[src/pkg/pca_pkg.sv]
// Package for the packet core arithmetic unit: opcodes, widths, limits and timing.
// Assumes a single core clock; used by the arithmetic top and its remainder engine.
package pca_pkg;
  typedef enum logic [2:0] {
    PCA_OP_ADD = 3'h0,
    PCA_OP_SUB = 3'h1,
    PCA_OP_MOD = 3'h2
  } pca_op_t;
  localparam int PCA_WORD_W = 32;
  localparam int PCA_HALF_W = 16;
  localparam int PCA_OFS_W = 5;
  localparam int PCA_SIZE_W = 6;
  localparam int PCA_IMM_W = 16;
  localparam int PCA_REG_W = 4;
  localparam int PCA_SEL_W = 2;
  localparam logic [5:0] PCA_SIZE_MAX_FULL = 6'h20;
  localparam logic [5:0] PCA_SIZE_MAX_HALF = 6'h10;
  localparam logic [5:0] PCA_DIV_MAX_ARITH = 6'h12;
  localparam logic [5:0] PCA_DIV_MAX_LB = 6'h0D;
  localparam logic [31:0] PCA_IMM_MAX_ARITH = 32'h0004_0000;
  localparam logic [31:0] PCA_IMM_MAX_LB = 32'h0000_2000;
  localparam logic [3:0] PCA_FLAGS_RST = 4'h0;
  localparam logic [31:0] PCA_WORD_RST = 32'h0000_0000;
  localparam int PCA_ARITH_STEPS = 32;
  localparam int PCA_LB_STEPS = 8;
endpackage : pca_pkg

[src/verilog/pca_arith_unit.sv]
// Arithmetic unit of the packet core: add, subtract and remainder on register bit fields.
// Assumes the issue pipeline supplies operand words and stalls while o_rem_busy is high.
//
// Contract
// RULE1 - Flags change on add or subtract only when flag update is requested.
// RULE2 - Add and subtract write 32 bits, or 16 bits with half width option.
// RULE3 - Sign extend option makes operands signed and sign-extends the result.
// RULE4 - Add extracts source fields starting at a bit offset 0 to 31.
// RULE5 - Fields are at most 32 bits, or 16 bits in half width operation.
// RULE6 - Immediate forms use a 16-bit constant as second operand.
// RULE7 - Half width immediate subtract keeps the upper 16 destination bits.
// RULE8 - Add writes first field plus second field or immediate.
// RULE9 - Subtract writes first field minus second field or immediate.
// RULE10 - Remainder writes first field modulo second field or immediate.
// RULE11 - Remainder is arithmetic by default, load-balancing with the balancer option.
// RULE12 - Load-balancing divisor is 1 to 13 bits, immediate 1 to 8K.
// RULE13 - Arithmetic divisor is 1 to 18 bits, immediate 1 to 256K.
// RULE14 - Dividend size runs from 1 to 32 minus its offset.
// RULE15 - Field upper bit is offset plus size minus one, lower is offset.
// RULE16 - Clear destination option zeroes the whole word before the result lands.
// RULE17 - Word select picks one of four words of a 16-byte register.
// RULE18 - Add flags: zero, top bit, carry out, same-sign overflow.
// RULE19 - Subtract flags: borrow as carry, differing-sign overflow.
// RULE20 - Add and subtract write back one cycle after issue.
// RULE21 - Remainder keeps its destination pending until its write-back.
// RULE22 - Remainder completion pulses write-back valid with register and word.
// RULE23 - Half width flags use bit 15 and 16-bit carry and overflow.
`timescale 1ns/1ps
module pca_arith_unit (
  // Clock and reset
  input wire logic i_clk,
  input wire logic i_rst_n,
  // Issue
  input wire logic i_valid,
  input wire pca_pkg::pca_op_t i_op,
  input wire logic i_use_imm,
  input wire logic i_flag_update,
  input wire logic i_sign_extend_option,
  input wire logic i_half_width_option,
  input wire logic i_zero_dest_first,
  input wire logic i_balancer_remainder_option,
  // Operands
  input wire logic [31:0] i_first_source_word,
  input wire logic [4:0] i_first_offset,
  input wire logic [5:0] i_first_size,
  input wire logic [31:0] i_second_source_word,
  input wire logic [4:0] i_second_offset,
  input wire logic [5:0] i_second_size,
  input wire logic [15:0] i_imm,
  input wire logic [31:0] i_dest_word,
  input wire logic [3:0] i_dest_reg,
  input wire logic [1:0] i_dest_word_select_suffix,
  // Issue answer
  output logic o_accept,
  output logic o_reject,
  // Result
  output logic o_wb_valid,
  output logic [3:0] o_wb_reg,
  output logic [1:0] o_wb_word_select_suffix,
  output logic [31:0] o_wb_data,
  output logic o_wb_async,
  // Pending marks
  output logic o_sync_pending,
  output logic o_rem_busy,
  output logic [3:0] o_rem_reg,
  output logic [1:0] o_rem_word_select_suffix,
  // Flags
  output logic o_flag_zero,
  output logic o_flag_neg,
  output logic o_flag_carry,
  output logic o_flag_ovf
);
  // RULE15 field mask from size, low bits set
  function automatic logic [31:0] pca_mask(input logic [5:0] size);
    pca_mask = (size >= pca_pkg::PCA_SIZE_MAX_FULL) ? 32'hFFFF_FFFF : ((32'h0000_0001 << size) - 32'h0000_0001);
  endfunction : pca_mask

  // RULE4 extract field at offset, optionally sign-extended
  function automatic logic [31:0] pca_field(input logic [31:0] word, input logic [4:0] ofs,
                                            input logic [5:0] size, input logic sx);
    logic [31:0] raw;
    logic [31:0] m;
    raw = word >> ofs;
    m = pca_mask(size);
    raw = raw & m;
    if (sx && size != 6'h00 && size < pca_pkg::PCA_SIZE_MAX_FULL && raw[size[4:0] - 5'h01]) begin
      raw = raw | ~m;
    end
    pca_field = raw;
  endfunction : pca_field

  logic [31:0] a;
  logic [31:0] b;
  logic [31:0] b_reg;
  logic [32:0] sum;
  logic [31:0] res;
  logic zf;
  logic nf;
  logic cf;
  logic vf;
  logic legal;
  logic half;
  logic sync_op;
  logic rem_start;
  logic rem_done;
  logic [31:0] rem_val;
  logic rem_busy_q;
  logic [31:0] rem_out;

  assign half = i_half_width_option;
  assign sync_op = (i_op == pca_pkg::PCA_OP_ADD) || (i_op == pca_pkg::PCA_OP_SUB);

  always_comb begin
    a = pca_field(i_first_source_word, i_first_offset, i_first_size, i_sign_extend_option && sync_op);
    b_reg = pca_field(i_second_source_word, i_second_offset, i_second_size, i_sign_extend_option && sync_op);
    // RULE6 immediate replaces second field
    b = i_use_imm ? {16'h0000, i_imm} : b_reg;
    if (i_use_imm && i_sign_extend_option && sync_op && i_imm[15]) begin
      b = {16'hFFFF, i_imm};
    end
  end

  // RULE5 RULE12 RULE13 RULE14 field size checks
  always_comb begin
    legal = 1'b1;
    if (i_first_size == 6'h00 || ({1'b0, i_first_size} + {2'b00, i_first_offset}) > 7'h20) begin
      legal = 1'b0;
    end
    if (sync_op && half && i_first_size > pca_pkg::PCA_SIZE_MAX_HALF) begin
      legal = 1'b0;
    end
    if (!i_use_imm && (i_second_size == 6'h00 || ({1'b0, i_second_size} + {2'b00, i_second_offset}) > 7'h20)) begin
      legal = 1'b0;
    end
    if (sync_op && half && !i_use_imm && i_second_size > pca_pkg::PCA_SIZE_MAX_HALF) begin
      legal = 1'b0;
    end
    if (i_op == pca_pkg::PCA_OP_MOD) begin
      if (i_use_imm) begin
        if (i_imm == 16'h0000) begin
          legal = 1'b0;
        end
        if (i_balancer_remainder_option && {16'h0000, i_imm} > pca_pkg::PCA_IMM_MAX_LB) begin
          legal = 1'b0;
        end
      end else if (i_second_size > (i_balancer_remainder_option ? pca_pkg::PCA_DIV_MAX_LB
                                                                : pca_pkg::PCA_DIV_MAX_ARITH)) begin
        legal = 1'b0;
      end
    end
    if (i_op != pca_pkg::PCA_OP_ADD && i_op != pca_pkg::PCA_OP_SUB && i_op != pca_pkg::PCA_OP_MOD) begin
      legal = 1'b0;
    end
  end

  // RULE8 RULE9 sum or difference with flags
  always_comb begin
    if (i_op == pca_pkg::PCA_OP_SUB) begin
      sum = {1'b0, a} - {1'b0, b};
    end else begin
      sum = {1'b0, a} + {1'b0, b};
    end
    res = sum[31:0];
    if (half) begin
      // RULE23 sixteen-bit flag view
      zf = (res[15:0] == 16'h0000);
      nf = res[15];
      if (i_op == pca_pkg::PCA_OP_SUB) begin
        cf = (a[15:0] < b[15:0]);
        vf = (a[15] != b[15]) && (res[15] != a[15]);
      end else begin
        cf = ({1'b0, a[15:0]} + {1'b0, b[15:0]}) > 17'h0_FFFF;
        vf = (a[15] == b[15]) && (res[15] != a[15]);
      end
    end else begin
      // RULE18 RULE19 full width flags
      zf = (res == 32'h0000_0000);
      nf = res[31];
      if (i_op == pca_pkg::PCA_OP_SUB) begin
        cf = (a < b);
        vf = (a[31] != b[31]) && (res[31] != a[31]);
      end else begin
        cf = sum[32];
        vf = (a[31] == b[31]) && (res[31] != a[31]);
      end
    end
  end

  // RULE21 a remainder is taken only when the engine is idle
  assign rem_start = i_valid && legal && (i_op == pca_pkg::PCA_OP_MOD) && !rem_busy_q;
  // RULE22 keep remainder write-back
  // An add or subtract waits out the cycle in which a remainder retires, so that pulse is never lost.
  assign o_accept = i_valid && legal && (sync_op ? !rem_done : !rem_busy_q);
  assign o_reject = i_valid && !o_accept;

  // RULE11 RULE12 RULE13 balancer variant runs the fast engine mode
  pca_rem_engine u_rem (
    .i_clk(i_clk),
    .i_rst_n(i_rst_n),
    .i_start(rem_start),
    .i_fast(i_balancer_remainder_option),
    .i_dividend(a),
    .i_divisor(i_use_imm ? {2'b00, i_imm} : b_reg[17:0]),
    .o_busy(),
    .o_done(rem_done),
    .o_rem(rem_val)
  );

  // RULE21 pending mark held until write-back
  always_ff @(posedge i_clk or negedge i_rst_n) begin
    if (!i_rst_n) begin
      rem_busy_q <= 1'b0;
      o_rem_reg <= 4'h0;
      o_rem_word_select_suffix <= 2'h0;
    end else begin
      if (rem_start) begin
        rem_busy_q <= 1'b1;
        o_rem_reg <= i_dest_reg;
        o_rem_word_select_suffix <= i_dest_word_select_suffix;
      end else if (rem_done) begin
        rem_busy_q <= 1'b0;
      end
    end
  end
  assign o_rem_busy = rem_busy_q;

  // RULE10 RULE16 remainder fills word
  // The remainder always writes all 32 bits, so clearing the destination first leaves nothing to zero.
  assign rem_out = rem_val;

  // RULE20 RULE22 write-back one cycle after add or subtract, or on remainder done
  always_ff @(posedge i_clk or negedge i_rst_n) begin
    if (!i_rst_n) begin
      o_wb_valid <= 1'b0;
      o_wb_reg <= 4'h0;
      o_wb_word_select_suffix <= 2'h0;
      o_wb_data <= pca_pkg::PCA_WORD_RST;
      o_wb_async <= 1'b0;
    end else begin
      o_wb_valid <= 1'b0;
      o_wb_async <= 1'b0;
      if (o_accept && sync_op) begin
        o_wb_valid <= 1'b1;
        o_wb_reg <= i_dest_reg;
        // RULE17 destination word select
        o_wb_word_select_suffix <= i_dest_word_select_suffix;
        if (half) begin
          // RULE2 RULE7 RULE16 low half written, upper kept or cleared
          o_wb_data <= {i_zero_dest_first ? 16'h0000 : i_dest_word[31:16], res[15:0]};
          // RULE3 sign-extended half result
          if (i_sign_extend_option) begin
            o_wb_data <= {{16{res[15]}}, res[15:0]};
          end
        end else begin
          o_wb_data <= res;
        end
      end else if (rem_done) begin
        o_wb_valid <= 1'b1;
        o_wb_async <= 1'b1;
        o_wb_reg <= o_rem_reg;
        o_wb_word_select_suffix <= o_rem_word_select_suffix;
        o_wb_data <= rem_out;
      end
    end
  end

  // RULE20 one-cycle pending slot
  always_ff @(posedge i_clk or negedge i_rst_n) begin
    if (!i_rst_n) begin
      o_sync_pending <= 1'b0;
    end else begin
      o_sync_pending <= o_accept && sync_op;
    end
  end

  // RULE1 flags move only with flag update
  always_ff @(posedge i_clk or negedge i_rst_n) begin
    if (!i_rst_n) begin
      {o_flag_zero, o_flag_neg, o_flag_carry, o_flag_ovf} <= pca_pkg::PCA_FLAGS_RST;
    end else if (o_accept && sync_op && i_flag_update) begin
      {o_flag_zero, o_flag_neg, o_flag_carry, o_flag_ovf} <= {zf, nf, cf, vf};
    end
  end
endmodule : pca_arith_unit

[src/verilog/pca_rem_engine.sv]
// Iterative remainder engine: restoring division, one or four dividend bits per clock.
// Assumes the caller holds off a new start while busy is high.
`timescale 1ns/1ps
module pca_rem_engine (
  // Clock and reset
  input wire logic i_clk,
  input wire logic i_rst_n,
  // Request
  input wire logic i_start,
  input wire logic i_fast,
  input wire logic [31:0] i_dividend,
  input wire logic [17:0] i_divisor,
  // Answer
  output logic o_busy,
  output logic o_done,
  output logic [31:0] o_rem
);
  logic [31:0] quo;
  logic [17:0] div;
  logic [18:0] part;
  logic [5:0] left;
  logic fast;
  logic [18:0] next_part;
  logic [31:0] next_quo;

  // The fast mode retires four bits per clock, trading depth for fewer cycles.
  always_comb begin
    next_part = part;
    next_quo = quo;
    for (int k = 0; k < 4; k++) begin
      if (k == 0 || fast) begin
        next_part = {next_part[17:0], next_quo[31]};
        // The dividend rotates rather than shifts, so a zero divisor can hand it back whole.
        next_quo = {next_quo[30:0], next_quo[31]};
        if (next_part >= {1'b0, div}) begin
          next_part = next_part - {1'b0, div};
        end
      end
    end
  end

  always_ff @(posedge i_clk or negedge i_rst_n) begin
    if (!i_rst_n) begin
      quo <= pca_pkg::PCA_WORD_RST;
      div <= 18'h0_0000;
      part <= 19'h0_0000;
      left <= 6'h00;
      fast <= 1'b0;
      o_done <= 1'b0;
      o_rem <= pca_pkg::PCA_WORD_RST;
    end else begin
      o_done <= 1'b0;
      if (i_start) begin
        quo <= i_dividend;
        div <= i_divisor;
        part <= 19'h0_0000;
        fast <= i_fast;
        left <= i_fast ? 6'(pca_pkg::PCA_LB_STEPS) : 6'(pca_pkg::PCA_ARITH_STEPS);
      end else if (left != 6'h00) begin
        part <= next_part;
        quo <= next_quo;
        left <= left - 6'h01;
        if (left == 6'h01) begin
          o_done <= 1'b1;
          o_rem <= (div == 18'h0_0000) ? next_quo : {13'h0000, next_part};
        end
      end
    end
  end

  assign o_busy = (left != 6'h00);
endmodule : pca_rem_engine
[config.mk]
export PLATFORM = sky130hd
export DESIGN_NAME = pca_arith_unit
export DESIGN_NICKNAME = d
export VERILOG_FILES = /design/src/pkg/pca_pkg.sv /design/src/verilog/pca_arith_unit.sv /design/src/verilog/pca_rem_engine.sv
export SDC_FILE = /design/constraint.sdc
export NUM_CORES = 1
export LEC_CHECK = 0
export ABC_AREA = 1
export BUFFER_PORTS_ARGS = -buffer_cell sky130_fd_sc_hd__clkbuf_2
export CAP_MARGIN = 5
export CORE_MARGIN = 2
export CORE_UTILIZATION = 40
export DETAILED_ROUTE_END_ITERATION = 8
export GPL_TIMING_DRIVEN = 0
export HOLD_SLACK_MARGIN = 0.06
export PLACE_DENSITY = 0.57
export SYNTH_ARGS = -nofsm -noshare
export SYNTH_HDL_FRONTEND = slang
export SYNTH_SLANG_ARGS = --single-unit
[constraint.sdc]
create_clock -name i_clk -period 24.4 [get_ports i_clk]
set_clock_uncertainty 0.15 [all_clocks]
set_input_delay 1.22 -clock i_clk [delete_from_list [all_inputs] [get_ports i_clk]]
set_output_delay 1.22 -clock i_clk [all_outputs]
set_load 0.03 [all_outputs]
==> results of run 1 <==
critical path, delay by kind of cell, from the launching register on:
| family | cells | cell delay (ns) |
|---|---|---|
| DFF | 1 | 0.38 |
| AOI/OAI and AO/OA | 10 | 3.26 |
| buffers and inverters | 9 | 1.91 |
| and+or+nand+nor | 25 | 3.43 |
| adders and majority gates | 4 | 1.57 |
stage by stage:
stage               setup WS (ns)  std cells
floorplan                   16.51       4485
global placement            13.41       5518
detailed placement          13.96       5521
CTS                         13.91       5553
global route                12.80       5553
finish                      13.52       5553
cell families after synthesis:
| kind of cell | after synthesis | synth area share (%) |
|---|---|---|
| AO/OA/AOI/OAI | 679 | 15.4 |
| XOR/XNOR | 111 | 3.89 |
| adder cells (fa/ha/maj) | 176 | 8.98 |
| buffers and inverters | 715 | 11.4 |
| flip-flops | 160 | 15.9 |
| multiplexers | 13 | 0.516 |
| AND/OR/NAND/NOR | 2631 | 44.0 |
metal layers:
layer,GRT usage (%),share of wire (%),vias up
met2,51.7,44,1189
met3,3.67,7.2,178
met5,0,0.011,-
met4,11.8,3.8,2
li1,-,-,15000
met1,45.6,45,14000
layout make-up:
| cell class | count | area, um^2 |
|---|---|---|
| sequential | 160 | 4000 |
| buffer | 194 | 903 |
| fill | 7159 | 34900 |
| timing repair buffer | 190 | 985 |
| multi-input combinational | 3610 | 18300 |
| tap | 846 | 1060 |
| inverter | 521 | 1960 |
| clock buffer | 18 | 429 |
| clock inverter | 14 | 185 |
Yosys cell counts (4+ instances only):
library cell  count
o21a_1            7
a31oi_1          13
nand2_1        1509
buf_1            20
o31ai_1          11
ha_1            168
o21ai_1          23
a21boi_0         11
buf_2            38
nor2_1          375
xnor2_1          24
o21ai_2           7
a21oi_1         199
nor2_2           12
clkinv_1         11
dfrtp_1         160
buf_6             6
or2_2            25
nand3_1         568
nor3_1           33
a21o_1           11
nand4_1          44
inv_1           480
and2_1            5
a21oi_2           5
nor4_1            9
xor2_1           86
o22ai_1          13
nand3b_1         16
a221oi_1          4
fa_1              8
nand2_4           4
inv_2            29
clkbuf_1        110
a211oi_1          4
o21bai_1         16
buf_4            19
nor2_4            8
mux2i_1          13
o211ai_1         70
o21ai_0         270
nand2_2          12
worst paths after layout:
path,startpoint,to,cells past startpoint
worst max register to register,u_rem.div[1]$_DFFE_PN0P_,u_rem.o_rem[12]$_DFFE_PN0P_,48
max in group asynchronous,i_rst_n,u_rem.div[1]$_DFFE_PN0P_,2
worst min register to register,u_rem.o_rem[9]$_DFFE_PN0P_,u_rem.o_rem[9]$_DFFE_PN0P_,2
worst max-delay path,u_rem.div[1]$_DFFE_PN0P_,u_rem.o_rem[12]$_DFFE_PN0P_,48
worst min-delay path,u_rem.o_rem[9]$_DFFE_PN0P_,u_rem.o_rem[9]$_DFFE_PN0P_,2
min in group asynchronous,i_rst_n,o_wb_valid$_DFF_PN0_,1
==> flow_metrics.tcl, run 1 <==
set metrics [dict create \
    status "completed" \
    synth_nets 4813 \
    hold_violations 0 \
    n_antenna_cell 0 \
    drc 0 \
    grt_max_degree 103 \
    grt_use_total_pct 32.6 \
    fin_util_pct 44.4 \
    final_cell_mix "nand2_1, nand3_1, inv_1" \
    synth_top_cell_by_area "nand2_1" \
    synth_edf_count 0 \
    crit_path_end_kind "flip-flop" \
    timing.hold.ws_ns 0.333 \
    antenna_left 0 \
    grt_first_pass_wirelength_um 163000 \
    postCtsSetupRepairBufs 0 \
    drt_iter0_markers 2991 \
    hp-class "reg -> reg" \
    io_buffers 187 \
    clock_path_buffers 2 \
    pin_count 206 \
    dpl_cell_area_um2 27300 \
    cts.sinks 160 \
    design_area_um2 27900 \
    tns_ns 0 \
    htreeDepth 4 \
    fp.dieW_um 255 \
    slowest_delay_ns 0.92 \
    cp.arrival_ns 11.08 \
    fin_crit_sh_pct 44.6 \
    post_drt_via_cell_ratio 5.46 \
    ys.flop_type "dfrtp_1" \
    cts_tree "built" \
    fin_crit_ns 10.88 \
    slew_headroom_pct 14.1 \
    final_common_cell "nand2_1" \
    worstSkewPairLatency_ns 0.46 \
    worst_pin_slew_ns 1.27 \
    syn_inst 4485 \
    async_reset_ff_share_pct 100 \
    synthDistinctLibCells 63 \
    setup_viol 0 \
    crit_slowest_cell "o21ai_0" \
    root_buffer "clkbuf_16" \
    worst-r2r-setup-slack_ns 13.52 \
    synth_area_um2 25200 \
    routabilityCongestion 1.02 \
    grt_overflow 0 \
    synth_top_area_share_pct 22.5 \
    crit_type "reg -> reg" \
    area_growth_pct 10.6 \
    yosys_warnings 0 \
    holdBufCountCts 0 \
    routed_wl_um 108000 \
    start_kind "flip-flop" \
    ys_seq_area_share_pct 15.9 \
    cp.required_ns 24.59 \
    cp_max_fo 10 \
    fmax_mhz 91.9 \
    synth_area_leaders "nand2_1, dfrtp_1, nand3_1, ha_1, inv_1" \
    row_count 92 \
    synth_area_per_cell_um2 5.62 \
    avgRoutedWirePerCell_um 19.4 \
    num_vias 30300 \
    crit_top_cell "nand2_1" \
    ctsResizeCount 0 \
    final_max_slew_viol_count 0 \
    dieArea_um2 65000 \
    antenna_found_initial 1 \
    grt_pass1_vias 27700 \
    firstDrtPassIters 6 \
    final_nets 5022 \
    drv_cap 0 \
    start_util_pct 40.2 \
    drive_gt1_share_pct 8.43 \
    grt_setup_unrepaired "no" \
    cts_buffers 17 \
    core_um2 62700 \
    ys_ff_latch 160 \
    cts.clk_slew.worst_paths_ns 0.07 \
    hpwl_um 90400 \
    die_y_um 255 \
]
Power of run 1 is not shown: default switching activity piles up to over one toggle a cycle in this logic, so the estimate is an artifact.
==> inputs of run 2 (changes only) <==
==> constraint.sdc (replaced) <==
create_clock -name i_clk -period 11.3 [get_ports i_clk]
set_clock_uncertainty 0.15 [all_clocks]
set_input_delay 0.565 -clock i_clk [delete_from_list [all_inputs] [get_ports i_clk]]
set_output_delay 0.565 -clock i_clk [all_outputs]
set_load 0.03 [all_outputs]
==> flow_metrics.tcl, run 2 (synthesis gave the netlist of run 1 again) <==
set metrics [dict create \
    io_buffers 187 \
    area_growth_pct 10.7 \
    cts.sinks 160 \
    cts_buffers 17 \
    crit_path_end_kind "flip-flop" \
    cts_tree "built" \
    grt_use_total_pct 32.6 \
    final_cell_mix "nand2_1, nand3_1, inv_1" \
    tns_ns 0 \
    worst-r2r-setup-slack_ns 0.78 \
    final_max_slew_viol_count 0 \
    cp.required_ns 11.49 \
    drv_cap 0 \
    grt_setup_unrepaired "no" \
    cts.clk_slew.worst_paths_ns 0.07 \
    holdCritStartpoint "i_dest_reg[3]" \
    fin_crit_ns 10.52 \
    postCtsSetupRepairBufs 0 \
    pin_count 206 \
    hold_violations 0 \
    slew_headroom_pct 11.0 \
    drc 0 \
    cp_max_fo 10 \
    final_common_cell "nand2_1" \
    grt_max_degree 103 \
    dp_cells 5521 \
    avgRoutedWirePerCell_um 19.4 \
    clock_path_buffers 2 \
    fin_util_pct 44.5 \
    drt_iter0_markers 2938 \
    antenna_left 0 \
    drive_gt1_share_pct 8.47 \
    cp.arrival_ns 10.72 \
    fin_crit_sh_pct 93.1 \
    min_to "o_rem_reg[3]$_DFFE_PN0P_" \
    start_kind "flip-flop" \
    slowest_delay_ns 0.67 \
    reg2reg_to "u_rem.o_rem[12]$_DFFE_PN0P_" \
    htreeDepth 4 \
    core_um2 62700 \
    grt_first_pass_wirelength_um 163000 \
    grt_overflow 0 \
    num_vias 30500 \
    worst_pin_slew_ns 1.32 \
    hpwl_um 90400 \
    worstHoldPathCells 3 \
    fp.dieW_um 255 \
    hp-class "in -> reg" \
    final_cells 5555 \
    crit_slowest_cell "o21ai_0" \
    firstDrtPassIters 8 \
    status "completed" \
    row_count 92 \
    dieArea_um2 65000 \
    worstSkewPairLatency_ns 0.46 \
    post_drt_via_cell_ratio 5.48 \
    reg2reg_from "u_rem.div[1]$_DFFE_PN0P_" \
    grt_pass1_vias 27700 \
    routed_wl_um 108000 \
    antenna_found_initial 1 \
    start_util_pct 40.2 \
    crit_type "reg -> reg" \
    setup_viol 0 \
    final_nets 5023 \
    die_y_um 255 \
    r2r_cells 49 \
    routabilityCongestion 1.02 \
    root_buffer "clkbuf_16" \
    crit_top_cell "nand2_1" \
    fmax_mhz 95.0 \
]
run 2: changes by cell type in the layout (fill, tap and decap cells not counted):
cell,delta
diode_2,+1
a21oi_1,-1
a21oi_2,+1
dlygate4sd3_1,+1
o21ai_0,-5
o31ai_1,-1
o21ai_1,+5
o31ai_2,+1
run 2: what timing repair did:
| action | CTS | global route |
|---|---|---|
| endpoints found under the setup margin | 0 | 6 |
| resized for setup | 0 | 7 |
| hold buffers | 1 | 0 |
| hold endpoints to repair | 58 | 0 |
run 2: critical path: cells and delay by family (launching register included):
kind,cells,cell delay [ns]
buffers and inverters,9,1.92
DFF,1,0.38
adders and majority gates,4,1.55
AOI/OAI and AO/OA,11,3.03
and+or+nand+nor,25,3.32
run 2: layer usage:
layer	wire length (um)	global-route usage (%)	part of all wire [%]
met1	49000	45.6	45
met2	46800	51.7	43
met3	7850	3.67	7.3
met4	4190	11.8	3.9
met5	12	0	0.011
run 2: layout make-up:
class,instances,area [um^2]
diodes,1,2.50
plain buffers,194,903
clock buffers,18,429
clock inverters,14,185
fillers,7160,34800
inverters,521,1960
multi-input cells,3610,18400
flip-flops and latches,160,4000
well taps,846,1060
repair buffers,191,995
run 2: worst max-delay path by stage:
stage	slack, ns	endpoint	startpoint
5_1_grt	0.09	u_rem.o_rem[18]$_DFFE_PN0P_	u_rem.div[1]$_DFFE_PN0P_
4_1_cts	0.81	u_rem.o_rem[13]$_DFFE_PN0P_	u_rem.div[1]$_DFFE_PN0P_
3_5_place_dp	0.86	u_rem.o_rem[13]$_DFFE_PN0P_	u_rem.div[1]$_DFFE_PN0P_
6_report	0.78	u_rem.o_rem[12]$_DFFE_PN0P_	u_rem.div[1]$_DFFE_PN0P_
2_1_floorplan	3.41	u_rem.o_rem[16]$_DFFE_PN0P_	u_rem.quo[31]$_DFFE_PN0P_
3_3_place_gp	0.31	u_rem.o_rem[13]$_DFFE_PN0P_	u_rem.div[1]$_DFFE_PN0P_
run 2: metrics by stage:
step                cell area (um^2)  hold WS, ns  setup slack [ns]
detailed placement             27300        0.318             0.857
finish                         27900        0.185             0.778
global placement               27200        0.317             0.311
floorplan                      25200        0.119              3.41
CTS                            27900        0.172             0.807
global route                   27900        0.206            0.0858
Power of run 2 is left out for the same reason.
